File: config.mk
export PLATFORM = sky130hd
export DESIGN_NAME = bcsu_unit
export DESIGN_NICKNAME = d
export VERILOG_FILES = /design/src/hdl/bcsu_pkg.sv /design/src/hdl/bcsu_compare.sv /design/src/hdl/bcsu_decode.sv /design/src/hdl/bcsu_unit.sv
export SDC_FILE = /design/constraint.sdc
export NUM_CORES = 1
export LEC_CHECK = 0
export CAP_MARGIN = 5
export CORE_MARGIN = 4
export CORE_UTILIZATION = 50
export DETAILED_ROUTE_END_ITERATION = 12
export DONT_BUFFER_PORTS = 1
export SLEW_MARGIN = 20
export SYNTH_ARGS = -nofsm -noshare
export SYNTH_HDL_FRONTEND = slang
export SYNTH_HIERARCHICAL = 1
export SYNTH_SLANG_ARGS = --single-unit
File: constraint.sdc
create_clock -name core_clk -period 12.9 [get_ports core_clk]
set_input_delay 0.645 -clock core_clk [delete_from_list [all_inputs] [get_ports core_clk]]
set_output_delay 0.645 -clock core_clk [all_outputs]
set_load 0.05 [all_outputs]
File: src/hdl/bcsu_pkg.sv
// Constants and types for the branch, call and skip unit
package bcsu_pkg;
    // ------------------------------------------------------------
    // Register map
    // ------------------------------------------------------------
    localparam logic [7:0] ADDR_CTRL = 8'h00;
    localparam logic [7:0] ADDR_STATUS = 8'h04;
    localparam logic [7:0] ADDR_LAST_PC = 8'h08;
    localparam logic [7:0] ADDR_RETIRED = 8'h0c;
    localparam logic RST_ENABLE = 1'b1;
    localparam int CTRL_EN_BIT = 0;
    // ------------------------------------------------------------
    // Status register flag positions
    // ------------------------------------------------------------
    localparam logic [2:0] FLAG_C = 3'h0;
    localparam logic [2:0] FLAG_Z = 3'h1;
    localparam logic [2:0] FLAG_N = 3'h2;
    localparam logic [2:0] FLAG_V = 3'h3;
    localparam logic [2:0] FLAG_S = 3'h4;
    localparam logic [2:0] FLAG_H = 3'h5;
    localparam logic [2:0] FLAG_T = 3'h6;
    localparam logic [2:0] FLAG_I = 3'h7;
    // ------------------------------------------------------------
    // Cycle counts
    // ------------------------------------------------------------
    localparam logic [2:0] CYC_ONE = 3'h1;
    localparam logic [2:0] CYC_TAKEN = 3'h2;
    localparam logic [2:0] CYC_CALL_SHORT = 3'h3;
    localparam logic [2:0] CYC_CALL_DIRECT = 3'h4;
    localparam logic [2:0] CYC_RETURN = 3'h4;
    // ------------------------------------------------------------
    // Opcode masks and patterns
    // ------------------------------------------------------------
    localparam logic [15:0] MSK_REL_CALL = 16'hf000;
    localparam logic [15:0] PAT_REL_CALL = 16'hd000;
    localparam logic [15:0] PAT_IND_CALL = 16'h9509;
    localparam logic [15:0] MSK_DIR_CALL = 16'hfe0e;
    localparam logic [15:0] PAT_DIR_CALL = 16'h940e;
    localparam logic [15:0] PAT_SUB_RET = 16'h9508;
    localparam logic [15:0] PAT_INT_RET = 16'h9518;
    localparam logic [15:0] MSK_REG2 = 16'hfc00;
    localparam logic [15:0] PAT_CMP_SKIP = 16'h1000;
    localparam logic [15:0] PAT_CMP = 16'h1400;
    localparam logic [15:0] PAT_CMP_CARRY = 16'h0400;
    localparam logic [15:0] PAT_CMP_IMM = 16'h3000;
    localparam logic [15:0] MSK_SKIP_REG = 16'hfe08;
    localparam logic [15:0] PAT_SKIP_RBC = 16'hfc00;
    localparam logic [15:0] PAT_SKIP_RBS = 16'hfe00;
    localparam logic [15:0] MSK_SKIP_IO = 16'hff00;
    localparam logic [15:0] PAT_SKIP_IOC = 16'h9900;
    localparam logic [15:0] PAT_SKIP_IOS = 16'h9b00;
    localparam logic [15:0] PAT_BR_SET = 16'hf000;
    localparam logic [15:0] PAT_BR_CLR = 16'hf400;
    // ------------------------------------------------------------
    // Types
    // ------------------------------------------------------------
    typedef enum logic [3:0] {
        OP_ILLEGAL = 4'h0, OP_REL_CALL = 4'h1, OP_IND_CALL = 4'h2,
        OP_DIR_CALL = 4'h3, OP_SUB_RET = 4'h4, OP_INT_RET = 4'h5,
        OP_CMP_SKIP = 4'h6, OP_CMP = 4'h7, OP_CMP_CARRY = 4'h8,
        OP_CMP_IMM = 4'h9, OP_SKIP_RBC = 4'ha, OP_SKIP_RBS = 4'hb,
        OP_SKIP_IOC = 4'hc, OP_SKIP_IOS = 4'hd, OP_BR_SET = 4'he,
        OP_BR_CLR = 4'hf
    } bcsu_op_t;
    typedef enum logic [0:0] {ST_IDLE = 1'b0, ST_EXEC = 1'b1} bcsu_st_t;
    typedef struct packed {
        logic valid;
        logic [15:0] instr;
        logic [15:0] instr2;
        logic [15:0] pc;
        logic [7:0] rd_val;
        logic [7:0] rr_val;
        logic [7:0] io_val;
        logic [15:0] z_ptr;
        logic [15:0] stack_pc;
        logic [7:0] status_register;
        logic next_two_word;
    } bcsu_req_t;
    typedef struct packed {
        logic ready;
        logic done;
        logic [15:0] pc_next;
        logic push;
        logic [15:0] ret_addr;
        logic pop;
        logic [7:0] status_register;
        logic status_register_we;
    } bcsu_res_t;
endpackage

File: src/hdl/bcsu_compare.sv
// Subtract-and-flag unit for the compare instructions
`timescale 1ns/1ps
`default_nettype none
module bcsu_compare
    import bcsu_pkg::*;
(
    input wire logic [7:0] a,
    input wire logic [7:0] b,
    input wire logic use_carry,
    input wire logic [7:0] status_register_in,
    output logic [7:0] status_register_out
);
    logic [7:0] r;
    logic cin;
    // ------------------------------------------------------------
    // Difference and flags
    // ------------------------------------------------------------
    always_comb begin
        cin = use_carry & status_register_in[FLAG_C];
        r = a - b - {7'h00, cin};
        status_register_out = status_register_in;
        status_register_out[FLAG_H] = (~a[3] & b[3]) | (b[3] & r[3]) | (r[3] & ~a[3]);
        status_register_out[FLAG_C] = (~a[7] & b[7]) | (b[7] & r[7]) | (r[7] & ~a[7]);
        status_register_out[FLAG_V] = (a[7] & ~b[7] & ~r[7]) | (~a[7] & b[7] & r[7]);
        status_register_out[FLAG_N] = r[7];
        status_register_out[FLAG_S] = r[7] ^ status_register_out[FLAG_V];
        // Carry variant keeps zero only if all earlier bytes were zero
        status_register_out[FLAG_Z] = (r == 8'h00) & (~use_carry | status_register_in[FLAG_Z]);
    end
endmodule // bcsu_compare
`default_nettype wire

File: src/hdl/bcsu_decode.sv
// Opcode classifier for the branch, call and skip unit
`timescale 1ns/1ps
`default_nettype none
module bcsu_decode
    import bcsu_pkg::*;
(
    input wire logic [15:0] instr,
    output bcsu_op_t op
);
    // ------------------------------------------------------------
    // Classification
    // ------------------------------------------------------------
    always_comb begin
        op = OP_ILLEGAL;
        if ((instr & MSK_REL_CALL) == PAT_REL_CALL) begin
            op = OP_REL_CALL;
        end else if (instr == PAT_IND_CALL) begin
            op = OP_IND_CALL;
        end else if ((instr & MSK_DIR_CALL) == PAT_DIR_CALL) begin
            op = OP_DIR_CALL;
        end else if (instr == PAT_SUB_RET) begin
            op = OP_SUB_RET;
        end else if (instr == PAT_INT_RET) begin
            op = OP_INT_RET;
        end else if ((instr & MSK_REG2) == PAT_CMP_SKIP) begin
            op = OP_CMP_SKIP;
        end else if ((instr & MSK_REG2) == PAT_CMP) begin
            op = OP_CMP;
        end else if ((instr & MSK_REG2) == PAT_CMP_CARRY) begin
            op = OP_CMP_CARRY;
        end else if ((instr & MSK_REL_CALL) == PAT_CMP_IMM) begin
            op = OP_CMP_IMM;
        end else if ((instr & MSK_SKIP_REG) == PAT_SKIP_RBC) begin
            op = OP_SKIP_RBC;
        end else if ((instr & MSK_SKIP_REG) == PAT_SKIP_RBS) begin
            op = OP_SKIP_RBS;
        end else if ((instr & MSK_SKIP_IO) == PAT_SKIP_IOC) begin
            op = OP_SKIP_IOC;
        end else if ((instr & MSK_SKIP_IO) == PAT_SKIP_IOS) begin
            op = OP_SKIP_IOS;
        end else if ((instr & MSK_REG2) == PAT_BR_SET) begin
            op = OP_BR_SET;
        end else if ((instr & MSK_REG2) == PAT_BR_CLR) begin
            op = OP_BR_CLR;
        end
    end
endmodule // bcsu_decode
`default_nettype wire

File: src/hdl/bcsu_unit.sv
// Branch, call and skip unit with Wishbone control registers
//
// Behaviour
// (RULE1) Relative call to PC+k+1, indirect to Z in 3 cycles, direct to k in 4
// (RULE2) Both returns reload PC from stack in 4 cycles; interrupt return sets I
// (RULE3) Compare-skip-equal skips next word(s) when Rd equals Rr, 1 to 3 cycles
// (RULE4) Compares compute Rd minus operand, update Z N V C H, one cycle
// (RULE5) Skip on register bit clear advances PC by 2 or 3, 1 to 3 cycles
// (RULE6) Skip on register bit set skips next instruction, no flags touched
// (RULE7) Skip on I/O bit clear tests the addressed I/O value bit
// (RULE8) Skip on I/O bit set tests the addressed I/O value bit
// (RULE9) Generic flag branches test status bit s, PC+k+1, 1 or 2 cycles; for s = 4 the unit tests N xor V instead
// (RULE10) Carry branches jump on C set or clear, 1 or 2 cycles
// (RULE11) Minus and plus branches jump on N set or clear
// (RULE12) Signed branches jump on N xor V equal to 0 or 1
// (RULE13) Half-carry branches jump on H set or clear, no flag change
// (RULE14) Transfer-set branch jumps when T is 1, 1 or 2 cycles
// (RULE15) Transfer-clear branch jumps when T is 0, 1 or 2 cycles
// (RULE16) Equal and not-equal branches jump on Z set or clear
//
// The address map and the Wishbone interface to the registers were left to the implementer.
`timescale 1ns/1ps
`default_nettype none
module bcsu_unit
    import bcsu_pkg::*;
(
    input wire logic core_clk,
    input wire logic rst,
    input wire bcsu_req_t req,
    output bcsu_res_t res,
    input wire logic wb_cyc_i,
    input wire logic wb_stb_i,
    input wire logic wb_we_i,
    input wire logic [7:0] wb_adr_i,
    input wire logic [3:0] wb_sel_i,
    input wire logic [31:0] wb_dat_i,
    output logic [31:0] wb_dat_o,
    output logic wb_ack_o
);
    // ------------------------------------------------------------
    // State
    // ------------------------------------------------------------
    typedef struct packed {
        bcsu_st_t st;
        logic [2:0] cnt;
        bcsu_res_t res;
        logic en;
        logic ack;
        logic [31:0] dat;
        logic [2:0] last_cyc;
        logic illegal;
        logic wr_flags;
        logic [15:0] retired;
    } bcsu_state_t;

    bcsu_state_t s_q;
    bcsu_state_t s_d;

    bcsu_op_t op;
    logic [7:0] cmp_status_register;
    logic [7:0] imm8;
    logic [15:0] pc1;
    logic [15:0] rel12;
    logic [15:0] rel7;
    logic [15:0] skip_pc;
    logic [2:0] skip_cyc;
    logic [2:0] bsel;
    logic take;
    logic flag;
    logic taken;
    logic skip;
    logic [15:0] pc_new;
    logic [2:0] cyc_new;

    // ------------------------------------------------------------
    // Decode and compare
    // ------------------------------------------------------------
    bcsu_decode u_decode (
        .instr(req.instr),
        .op(op)
    );

    bcsu_compare u_compare (
        .a(req.rd_val),
        .b((op == OP_CMP_IMM) ? imm8 : req.rr_val),
        .use_carry(op == OP_CMP_CARRY),
        .status_register_in(req.status_register),
        .status_register_out(cmp_status_register)
    );

    // ------------------------------------------------------------
    // Operand fields and targets
    // ------------------------------------------------------------
    assign imm8 = {req.instr[11:8], req.instr[3:0]};
    assign bsel = req.instr[2:0];
    assign pc1 = req.pc + 16'h0001;
    assign rel12 = pc1 + {{4{req.instr[11]}}, req.instr[11:0]}; // RULE1
    assign rel7 = pc1 + {{9{req.instr[9]}}, req.instr[9:3]}; // RULE9
    // Skipping a two-word instruction costs one extra word and cycle
    assign skip_pc = req.pc + (req.next_two_word ? 16'h0003 : 16'h0002);
    assign skip_cyc = req.next_two_word ? 3'h3 : 3'h2;
    assign take = req.valid & s_q.res.ready;

    // ------------------------------------------------------------
    // Branch condition
    // ------------------------------------------------------------
    always_comb begin
        flag = req.status_register[bsel]; // RULE9
        unique case (bsel)
            FLAG_C: flag = req.status_register[FLAG_C]; // RULE10
            FLAG_Z: flag = req.status_register[FLAG_Z]; // RULE16
            FLAG_N: flag = req.status_register[FLAG_N]; // RULE11
            FLAG_V: flag = req.status_register[FLAG_V];
            // Signed test uses N xor V, not a stale S bit
            FLAG_S: flag = req.status_register[FLAG_N] ^ req.status_register[FLAG_V]; // RULE12
            FLAG_H: flag = req.status_register[FLAG_H]; // RULE13
            FLAG_T: flag = req.status_register[FLAG_T]; // RULE14 RULE15
            FLAG_I: flag = req.status_register[FLAG_I];
        endcase
        taken = (op == OP_BR_SET) ? flag : ~flag; // RULE9
    end

    // ------------------------------------------------------------
    // Skip condition
    // ------------------------------------------------------------
    always_comb begin
        skip = 1'b0;
        unique case (op)
            OP_CMP_SKIP: skip = req.rd_val == req.rr_val; // RULE3
            OP_SKIP_RBC: skip = ~req.rr_val[bsel]; // RULE5
            OP_SKIP_RBS: skip = req.rr_val[bsel]; // RULE6
            OP_SKIP_IOC: skip = ~req.io_val[bsel]; // RULE7
            OP_SKIP_IOS: skip = req.io_val[bsel]; // RULE8
            default: skip = 1'b0;
        endcase
    end

    // ------------------------------------------------------------
    // Next PC and cycle count per instruction
    // ------------------------------------------------------------
    always_comb begin
        pc_new = pc1;
        cyc_new = CYC_ONE;
        unique case (op)
            OP_REL_CALL: begin
                pc_new = rel12; // RULE1
                cyc_new = CYC_CALL_SHORT;
            end
            OP_IND_CALL: begin
                pc_new = req.z_ptr; // RULE1
                cyc_new = CYC_CALL_SHORT;
            end
            OP_DIR_CALL: begin
                pc_new = req.instr2; // RULE1
                cyc_new = CYC_CALL_DIRECT;
            end
            OP_SUB_RET, OP_INT_RET: begin
                pc_new = req.stack_pc; // RULE2
                cyc_new = CYC_RETURN;
            end
            OP_CMP_SKIP, OP_SKIP_RBC, OP_SKIP_RBS,
            OP_SKIP_IOC, OP_SKIP_IOS: begin
                pc_new = skip ? skip_pc : pc1; // RULE3 RULE5 RULE6
                cyc_new = skip ? skip_cyc : CYC_ONE; // RULE7 RULE8
            end
            OP_BR_SET, OP_BR_CLR: begin
                pc_new = taken ? rel7 : pc1; // RULE9
                cyc_new = taken ? CYC_TAKEN : CYC_ONE; // RULE9
            end
            OP_CMP, OP_CMP_CARRY, OP_CMP_IMM: begin
                pc_new = pc1; // RULE4
                cyc_new = CYC_ONE; // RULE4
            end
            OP_ILLEGAL: begin
                pc_new = pc1;
                cyc_new = CYC_ONE;
            end
        endcase
    end

    // ------------------------------------------------------------
    // Sequencer and register file
    // ------------------------------------------------------------
    always_comb begin
        s_d = s_q;
        s_d.res.done = 1'b0;
        s_d.res.push = 1'b0;
        s_d.res.pop = 1'b0;
        s_d.res.status_register_we = 1'b0;
        s_d.ack = 1'b0;
        unique case (s_q.st)
            ST_IDLE: begin
                if (take) begin
                    s_d.st = ST_EXEC;
                    s_d.cnt = cyc_new - 3'h1;
                    s_d.last_cyc = cyc_new;
                    s_d.illegal = op == OP_ILLEGAL;
                    s_d.wr_flags = op == OP_CMP || op == OP_CMP_CARRY || op == OP_CMP_IMM
                        || op == OP_INT_RET;
                    s_d.res.pc_next = pc_new;
                    s_d.res.status_register = req.status_register;
                    if (op == OP_REL_CALL || op == OP_IND_CALL) begin
                        s_d.res.push = 1'b1; // RULE1
                        s_d.res.ret_addr = pc1;
                    end
                    if (op == OP_DIR_CALL) begin
                        s_d.res.push = 1'b1; // RULE1
                        s_d.res.ret_addr = req.pc + 16'h0002;
                    end
                    if (op == OP_SUB_RET || op == OP_INT_RET) begin
                        s_d.res.pop = 1'b1; // RULE2
                    end
                    if (op == OP_INT_RET) begin
                        s_d.res.status_register[FLAG_I] = 1'b1; // RULE2
                    end
                    if (op == OP_CMP || op == OP_CMP_CARRY || op == OP_CMP_IMM) begin
                        s_d.res.status_register = cmp_status_register; // RULE4
                    end
                end
            end
            ST_EXEC: begin
                if (s_q.cnt == 3'h0) begin
                    s_d.st = ST_IDLE;
                    s_d.res.done = 1'b1;
                    s_d.retired = s_q.retired + 16'h0001;
                    // Only compares and interrupt return write flags back
                    s_d.res.status_register_we = s_q.wr_flags; // RULE2 RULE4
                end else begin
                    s_d.cnt = s_q.cnt - 3'h1;
                end
            end
        endcase
        // Bus slave: one wait state, then ack for exactly one cycle
        if (wb_cyc_i && wb_stb_i && !s_q.ack) begin
            s_d.ack = 1'b1;
            if (wb_we_i && wb_sel_i[0] && wb_adr_i == ADDR_CTRL) begin
                s_d.en = wb_dat_i[CTRL_EN_BIT];
            end
            unique case (wb_adr_i)
                ADDR_CTRL: s_d.dat = {31'h0, s_q.en};
                ADDR_STATUS: s_d.dat = {27'h0, s_q.illegal, s_q.last_cyc,
                    s_q.st == ST_EXEC};
                ADDR_LAST_PC: s_d.dat = {16'h0, s_q.res.pc_next};
                ADDR_RETIRED: s_d.dat = {16'h0, s_q.retired};
                default: s_d.dat = 32'h0;
            endcase
        end
        // Disabled unit refuses new instructions after the current one
        s_d.res.ready = s_d.en && s_d.st == ST_IDLE;
    end

    always_ff @(posedge core_clk) begin
        if (rst) begin
            s_q <= '0;
            s_q.en <= RST_ENABLE;
        end else begin
            s_q <= s_d;
        end
    end

    assign res = s_q.res;
    assign wb_ack_o = s_q.ack;
    assign wb_dat_o = s_q.dat;

    // ------------------------------------------------------------
    // Checks
    // ------------------------------------------------------------
    chk_rel_call_time: assert property ( // RULE1
        @(posedge core_clk) disable iff (rst)
        take && op == OP_REL_CALL |-> ##4 res.done
            && res.pc_next == $past(rel12, 4))
        else $error("relative call target or timing wrong");

    chk_dir_call_time: assert property ( // RULE1
        @(posedge core_clk) disable iff (rst)
        take && op == OP_DIR_CALL |-> ##1 !res.done [*4] ##1 res.done
            && res.ret_addr == $past(req.pc, 5) + 16'h0002)
        else $error("direct call timing wrong");

    chk_return_pop: assert property ( // RULE2
        @(posedge core_clk) disable iff (rst)
        take && op == OP_INT_RET |-> ##1 res.pop ##4 res.done
            && res.status_register[FLAG_I] && res.pc_next == $past(req.stack_pc, 5))
        else $error("interrupt return wrong");

    chk_cmp_one_cycle: assert property ( // RULE4
        @(posedge core_clk) disable iff (rst)
        take && op == OP_CMP |-> ##2 res.done
            && res.status_register[FLAG_Z] == ($past(req.rd_val, 2) == $past(req.rr_val, 2)))
        else $error("compare result wrong");

    chk_skip_equal: assert property ( // RULE3
        @(posedge core_clk) disable iff (rst)
        take && op == OP_CMP_SKIP && req.rd_val == req.rr_val
            && req.next_two_word |-> ##4 res.done
            && res.pc_next == $past(req.pc, 4) + 16'h0003)
        else $error("compare skip wrong");

    chk_skip_bit_pc: assert property ( // RULE5
        @(posedge core_clk) disable iff (rst)
        take && op == OP_SKIP_RBC && !skip |-> ##2 res.done
            && res.pc_next == $past(pc1, 2))
        else $error("register bit skip wrong");

    chk_branch_taken: assert property ( // RULE9
        @(posedge core_clk) disable iff (rst)
        take && op == OP_BR_SET && taken |-> ##3 res.done
            && res.pc_next == $past(rel7, 3))
        else $error("taken branch wrong");

    chk_branch_signed: assert property ( // RULE12
        @(posedge core_clk) disable iff (rst)
        take && op == OP_BR_CLR && bsel == FLAG_S
            && (req.status_register[FLAG_N] ^ req.status_register[FLAG_V]) |-> ##2 res.done
            && res.pc_next == $past(pc1, 2))
        else $error("signed branch wrong");

    chk_call_push: assert property ( // RULE1
        @(posedge core_clk) disable iff (rst)
        take && (op == OP_REL_CALL || op == OP_IND_CALL) |=> res.push
            && res.ret_addr == $past(pc1))
        else $error("call push or return address wrong");

    chk_skip_io_bit: assert property ( // RULE7
        @(posedge core_clk) disable iff (rst)
        take && op == OP_SKIP_IOC && skip && req.next_two_word |-> ##4 res.done
            && res.pc_next == $past(req.pc, 4) + 16'h0003)
        else $error("I/O bit clear skip wrong");

    chk_io_set_skip: assert property ( // RULE8
        @(posedge core_clk) disable iff (rst)
        take && op == OP_SKIP_IOS && skip && !req.next_two_word |-> ##3 res.done
            && res.pc_next == $past(req.pc, 3) + 16'h0002)
        else $error("I/O bit set skip wrong");

    chk_flags_kept: assert property ( // RULE6
        @(posedge core_clk) disable iff (rst)
        take && op == OP_SKIP_RBS && !skip |-> ##2 res.done && !res.status_register_we
            && res.status_register == $past(req.status_register, 2))
        else $error("register bit skip touched flags");

    chk_branch_half: assert property ( // RULE13
        @(posedge core_clk) disable iff (rst)
        take && op == OP_BR_SET && bsel == FLAG_H && !taken |-> ##2 res.done
            && !res.status_register_we && res.pc_next == $past(pc1, 2))
        else $error("half-carry branch wrong");

    chk_wb_ack_pulse: assert property (
        @(posedge core_clk) disable iff (rst)
        wb_ack_o |=> !wb_ack_o)
        else $error("ack held too long");
endmodule // bcsu_unit
`default_nettype wire

# ---- After elaboration in Yosys (flattened, before gate mapping)
# Index checks and enable logic that the tools add are counted.
dict set report classes {
  add_sub_neg 10
  order_cmp 1
  eq_ne 43
  mux 44
  n_bitwise 32
  n_reduce_logical 30
}
# op count
set ops {}
lappend ops {{$pmux W16 S7} 1}
lappend ops {{$mux W4} 16}
lappend ops {{$pmux W16 S4} 1}
lappend ops {{$eq A16 B16 Y1 const B} 3}
lappend ops {{$eq A4 B4 Y1 const B} 9}
lappend ops {{$mux W17} 2}
lappend ops {{$mux W34} 1}
lappend ops {{$add A16 B1 Y16 const B} 2}
lappend ops {{$add A16 B16 Y16} 2}
lappend ops {{$eq A8 B8 Y1 const B} 4}
lappend ops {{$mux W16} 2}
lappend ops {{$add A16 B2 Y16} 1}
lappend ops {{$add A16 B2 Y16 const B} 1}
lappend ops {{$eq A4 B3 Y1 const B} 4}
lappend ops {{$eq A8 B4 Y1 const B} 2}
lappend ops {{$logic_not A8 Y1} 2}
lappend ops {{$mux W8} 2}
lappend ops {{$pmux W3 S5} 1}
lappend ops {{$and A1 B1 Y1} 12}
lappend ops {{$eq A3 B3 Y1 const B} 4}
lappend ops {{$eq A4 B2 Y1 const B} 3}
lappend ops {{$eq A6 B3 Y1 const B} 2}
lappend ops {{$eq A6 B6 Y1 const B} 2}
lappend ops {{$not A1 Y1} 12}
lappend ops {{other kinds (33)} 69}
dict set report word_totals {
  register_bits 104
  out_inout_bits 78
  wordCells 177
}

# ---- Longest topological paths before layout
dict set report depth {
  ltp_word 25
  mapped_depth 21
}

# ---- Modules after synthesis
# The synthesis kept the hierarchy.
# mod n_inst cells_each area_each_um2 seq_area_each_um2
set by_module_without_submodules {}
lappend by_module_without_submodules {bcsu_unit 1 996 7671.1 1761.7}
lappend by_module_without_submodules {bcsu_compare 1 81 611.8 0.0}
lappend by_module_without_submodules {bcsu_decode 1 35 279.0 0.0}

# ---- Worst setup path after synthesis
# Ideal clock, no wire load.
dict set report synth_timing {
  path_kind {in2reg}
  start {input req[108] (netlist name)}
  end {register s_q (netlist bit res[4])}
  setup_ns 0.137
  t_arrival_ns 4.888
  setup_slack_ns 7.874
  path_stages 20
  cell_sequence {buf_6 or4b_1 o31a_1 a31oi_1 a211o_1 clkbuf_1 clkbuf_1 and2_1 clkbuf_1 mux2_2 ha_1 inv_1 ha_1 nand4_1 a21oi_2 a2111oi_4 xnor2_2 mux2_4 mux2i_1 a211oi_1}
}
dict set report synth_via {
  elab_chain_cells 24
}
# element line
set synth_rtl {}
lappend synth_rtl {{start, declared} bcsu_unit.sv:29} ;# input wire bcsu_req_t req,
lappend synth_rtl {{$eq A6 B6 Y1} bcsu_decode.sv:43} ;# end else if ((instr & MSK_REG2) == PAT_BR_CLR) begin
lappend synth_rtl {{$mux W4} bcsu_decode.sv:43}
lappend synth_rtl {{$mux W4} bcsu_decode.sv:41} ;# end else if ((instr & MSK_REG2) == PAT_BR_SET) begin
lappend synth_rtl {{$mux W4} bcsu_decode.sv:39} ;# end else if ((instr & MSK_SKIP_IO) == PAT_SKIP_IOS) begin
lappend synth_rtl {{$mux W4} bcsu_decode.sv:37} ;# end else if ((instr & MSK_SKIP_IO) == PAT_SKIP_IOC) begin
lappend synth_rtl {{$mux W4} bcsu_decode.sv:35} ;# end else if ((instr & MSK_SKIP_REG) == PAT_SKIP_RBS) begin
lappend synth_rtl {{$mux W4} bcsu_decode.sv:33} ;# end else if ((instr & MSK_SKIP_REG) == PAT_SKIP_RBC) begin
lappend synth_rtl {{$mux W4} bcsu_decode.sv:31} ;# end else if ((instr & MSK_REL_CALL) == PAT_CMP_IMM) begin
lappend synth_rtl {{(+8 left out)} -}
lappend synth_rtl {{net op[0]} bcsu_unit.sv:59} ;# bcsu_op_t op;
lappend synth_rtl {{(+1 left out)} -}
lappend synth_rtl {{$mux W8} bcsu_unit.sv:85} ;# .b((op == OP_CMP_IMM) ? imm8 : req.rr_val),
lappend synth_rtl {{$sub A8 B8 Y8} bcsu_compare.sv:20} ;# r = a - b - {7'h00, cin};
lappend synth_rtl {{$sub A8 B1 Y8} bcsu_compare.sv:20}
lappend synth_rtl {{$not A1 Y1} bcsu_compare.sv:24} ;# status_register_out[FLAG_V] = (a[7] & ~b[7] & ~r[7]) | (~a[7] & b[7] & r[7]);
lappend synth_rtl {{$and A1 B1 Y1} bcsu_compare.sv:24}
lappend synth_rtl {{$or A1 B1 Y1 (*)} bcsu_compare.sv:24}
lappend synth_rtl {{net cmp_status_register[3]} bcsu_unit.sv:60} ;# logic [7:0] cmp_status_register;
lappend synth_rtl {{$mux W8 (*)} bcsu_unit.sv:216} ;# if (op == OP_CMP || op == OP_CMP_CARRY || op == OP_CMP_IMM) begin
lappend synth_rtl {{end, declared} bcsu_unit.sv:56} ;# bcsu_state_t s_q;
# Mark *: on every way through the listed nets, which the timed path passes. The rest lies on a longest branch.
# A chain may end at the register's enable or synchronous reset.

# ---- Worst setup path in the final report
dict set report layout_timing {
  start {input req[110] (netlist name)}
  end {register s_q (netlist bit res[4])}
}
dict set report layout_via {
  elab_chain_cells 24
}
# element line
set layout_rtl {}
lappend layout_rtl {{$eq A6 B6 Y1} bcsu_decode.sv:43}
lappend layout_rtl {{$mux W4} bcsu_decode.sv:43}
lappend layout_rtl {{$mux W4} bcsu_decode.sv:41}
lappend layout_rtl {{$mux W4} bcsu_decode.sv:39}
lappend layout_rtl {{$mux W4} bcsu_decode.sv:37}
lappend layout_rtl {{$mux W4} bcsu_decode.sv:35}
lappend layout_rtl {{$mux W4} bcsu_decode.sv:33}
lappend layout_rtl {{$mux W4} bcsu_decode.sv:31}
lappend layout_rtl {{(+8 left out)} -}
lappend layout_rtl {{net op[0]} bcsu_unit.sv:59}
lappend layout_rtl {{(+1 left out)} -}
lappend layout_rtl {{$mux W8} bcsu_unit.sv:85}
lappend layout_rtl {{$sub A8 B8 Y8} bcsu_compare.sv:20}
lappend layout_rtl {{$sub A8 B1 Y8} bcsu_compare.sv:20}
lappend layout_rtl {{$not A1 Y1} bcsu_compare.sv:24}
lappend layout_rtl {{$and A1 B1 Y1} bcsu_compare.sv:24}
lappend layout_rtl {{$or A1 B1 Y1 (*)} bcsu_compare.sv:24}
lappend layout_rtl {{net cmp_status_register[3]} bcsu_unit.sv:60}
lappend layout_rtl {{$mux W8 (*)} bcsu_unit.sv:216}
# Marked as above.

==> flow_metrics.env <==
export IMPL_relSlewSlack_pct=29.5
export IMPL_core_area_mm2=0.0167
export IMPL_synth_seq_cells=88
export IMPL_final_hold_viol_count=0
export IMPL_p_per_area_mw_per_mm2=100
export IMPL_io_buffers=0
export IMPL_min_from="rst"
export IMPL_setup_viol=0
export IMPL_finalSetupTns_ns=0
export IMPL_startpoint_type="primary input"
export IMPL_cap_viol_max_count=0
export IMPL_drt_pass1_iter_count=5
export IMPL_required_ns=13.10
export IMPL_endpoint_kind="flop"
export IMPL_via_per_inst=6.15
export IMPL_cellLeakagePower_nw=3.27
export IMPL_ir_drop_v=0.0000825
export IMPL_gr_total_overflow=0
export IMPL_synth_edf_count=0
export IMPL_grt_pass1_wl_um=39800
export IMPL_fin_crit_sh_pct=37.5
export IMPL_cts_resized=0
export IMPL_worst_pin_slew_ns=1.05
export IMPL_via_count=7595
export IMPL_die_area_mm2=0.0193
export IMPL_outcome="completed"
export IMPL_grt_pass1_vias=7000
export IMPL_drc_errors=0
export IMPL_area_delta_synth_final_pct=-1.14
export IMPL_io_pins=241
export IMPL_die_w_um=139
export IMPL_report_final_slew_viol_count=0
export IMPL_syn_area_per_cell_um2=7.70
export IMPL_wl_per_cell_um=20.4
export IMPL_clkTransAtPathRegs_ns=0.06
export IMPL_synth_area_mm2=0.00856
export IMPL_fp_dieH_um=139
export IMPL_drt_total_wl_um=25200
export IMPL_cts_hold_buf=0
export IMPL_crit_start="req[110]"
export IMPL_ys_warn_count=6
export IMPL_drtIter0Drc=547
export IMPL_cts_buffer_depth=2
export IMPL_syn_inst=1112
export IMPL_place_congestion=0.888
export IMPL_ant_nets=0
export IMPL_worstSetupPathType="primary input to flop"
export IMPL_fin_util_pct=50.7
export IMPL_final_min_clock_period_ns=4.83
export IMPL_initial_core_util_pct=51.3
export IMPL_clk_latency_ns=0.34
export IMPL_cts_sinks=88
export IMPL_rows=47
export IMPL_cts_tree="yes"
export IMPL_synthFlopType="dfxtp_1"
export IMPL_cts_buffers=9
export IMPL_synth_cell_types=81
export IMPL_track_usage_pct=25.2
export IMPL_diodes=0
export IMPL_cts_root_buf="clkbuf_16"
export IMPL_rsz0062_at_grt="no"
export IMPL_h_tree_depth=3
export IMPL_max_freq_mhz=207
export IMPL_worstPathArrival_ns=5.04
export IMPL_final_nets=1232
export IMPL_p_total_w=0.000847
export IMPL_regToRegSetupSlack_ns=10.24
export IMPL_dp_hpwl_um=19600
export IMPL_synthArstFlopShare_pct=0
export IMPL_cts_setup_buffers=0
export IMPL_fillers=1699
export IMPL_drive_gt1_share_pct=7.39
export IMPL_fin_skew_ns=0.00826
export IMPL_grt_max_degree=89
export IMPL_hold_class="primary input to flop"
export IMPL_r2r_start="res[44]$_SDFF_PP0_"
export IMPL_antenna_found_initial=0
export IMPL_path_max_fanout=21
export IMPL_ys_seq_area_share_pct=20.6
[sequential cells by signal, summed over array words and instances (netlist names)]
| signal | count |
|---|---|
| res | 45 |
| wb_dat_o | 16 |
| s_q | 26 |
| wb_ack_o | 1 |
[routing by layer]
layer  global-route usage [%]  share of wire (%)  wire length (µm)
met1                     35.6                 45             11400
met3                     6.55                8.9              2250
met5                        0                  0                 0
met2                     38.8                 44             11200
met4                     5.41                1.6               401
[cell type report]
type	count	area [µm²]	share of cell area, %
Sequential cell	88	1760	20.8
Clock inverter	6	90.1	1.06
Clock buffer	10	239	2.82
Inverter	46	173	2.04
Tap cell	220	275	3.25
Multi-Input combinational cell	855	5850	69.1
Timing Repair Buffer	10	75.1	0.887
[worst max-delay path, stage by stage]
cell and delay, ns:
nor4bb_4 0.37, nand3_2 0.15, nor4b_2 0.28, a211o_1 0.67, and2_1 0.50, mux2_2 0.41, ha_1 0.28, inv_1 0.04
ha_1 0.33, nand4_1 0.12, a21oi_2 0.06, a2111oi_4 0.39, xnor2_2 0.21, mux2_4 0.33, mux2i_1 0.16, a211oi_1 0.09
[where the power goes]
part	leakage (nW)	total (W)	internal [W]	switching [W]
combinational	2.39	0.000237	0.0000970	0.000140
clock	0.159	0.000287	0.000176	0.000111
sequential	0.714	0.000324	0.000283	0.0000407
[path summary, 6_finish.rpt]
path / end / depth (start not counted)
worst max-delay path: res[4]$_SDFFE_PP0P_ / 16
worst min-delay path: res[18]$_SDFFE_PP0P_ / 1
worst max register to register: res[19]$_SDFFE_PP0P_ / 5
worst min register to register: res[0]$_SDFF_PP0_ / 1
[synth_stat cells, drive strengths merged, types with 4 or more instances]
library cell  instances  area share, %
nor2                130            5.7
buf                  89            7.7
dfxtp                88             21
nand2                79            3.5
a21oi                76            4.5
ha                   55            8.0
o21ai                52            3.1
clkbuf               49            2.1
inv                  45            2.0
xnor2                43            4.5
xor2                 41            4.2
nor3                 39            2.3
a22oi                32            2.8
mux2                 24            3.2
mux2i                22            2.6
nand3                22            1.3
a211oi               20            1.8
a221oi               17            1.7
a21o                 13            1.1
o211ai               13            1.1
and3                 12           0.88
nand4                12           0.88
nand2b                9           0.66
or3                   9           0.66
nor2b                 8           0.61
o21bai                7           0.61
and2                  6           0.44
nor4                  6           0.44
o21a                  6           0.53
a31oi                 5           0.37
o2111ai               5           0.51
o221ai                5           0.51
a211o                 4           0.41
a221o                 4           0.47
a22o                  4           0.41
fa                    4           0.94
mux4                  4            1.1
nor4b                 4           0.48
o22ai                 4           0.29
o31ai                 4           0.51
[stage by stage]
step	std cells	instance area, µm²	hold slack [ns]	setup WS [ns]
5_1_grt	1235	8460	0.356	7.71
6_report	1235	8460	0.378	8.07
3_3_place_gp	1218	8130	0.455	7.74
4_1_cts	1234	8450	0.359	8.10
2_1_floorplan	1127	8620	0.431	7.87
3_5_place_dp	1218	8130	0.449	7.77
[cell families (layout without fill, tap and decap cells)]
| group | count (synthesis) | in the layout | share of synthesized area (%) |
|---|---|---|---|
| AND/OR/NAND/NOR | 356 | 356 | 20.0 |
| flip-flops | 88 | 88 | 20.6 |
| adder cells (fa/ha/maj) | 59 | 59 | 8.97 |
| buffers and inverters | 184 | 72 | 11.8 |
| AO/OA/AOI/OAI | 290 | 290 | 23.0 |
| XOR/XNOR | 84 | 84 | 8.68 |
| multiplexers | 50 | 50 | 6.82 |
| other | 1 | 16 | 0.0438 |
[cell usage in the layout (no fill, tap or decap), drive strengths merged, types with 5 or more instances in the layout]
master   count
a211oi      20
a21o        13
a21oi       76
a221oi      17
a22oi       32
a31oi        5
and2         6
and3        12
buf          9
clkbuf      11
conb        16
dfxtp       88
ha          55
inv         47
mux2        24
mux2i       22
nand2       79
nand2b       9
nand3       22
nand4       12
nor2       130
nor2b        8
nor3        39
nor4         6
o2111ai      5
o211ai      13
o21a         6
o21ai       52
o21bai       7
o221ai       5
or3          9
xnor2       43
xor2        41
Power figures use the tool's default switching activity.
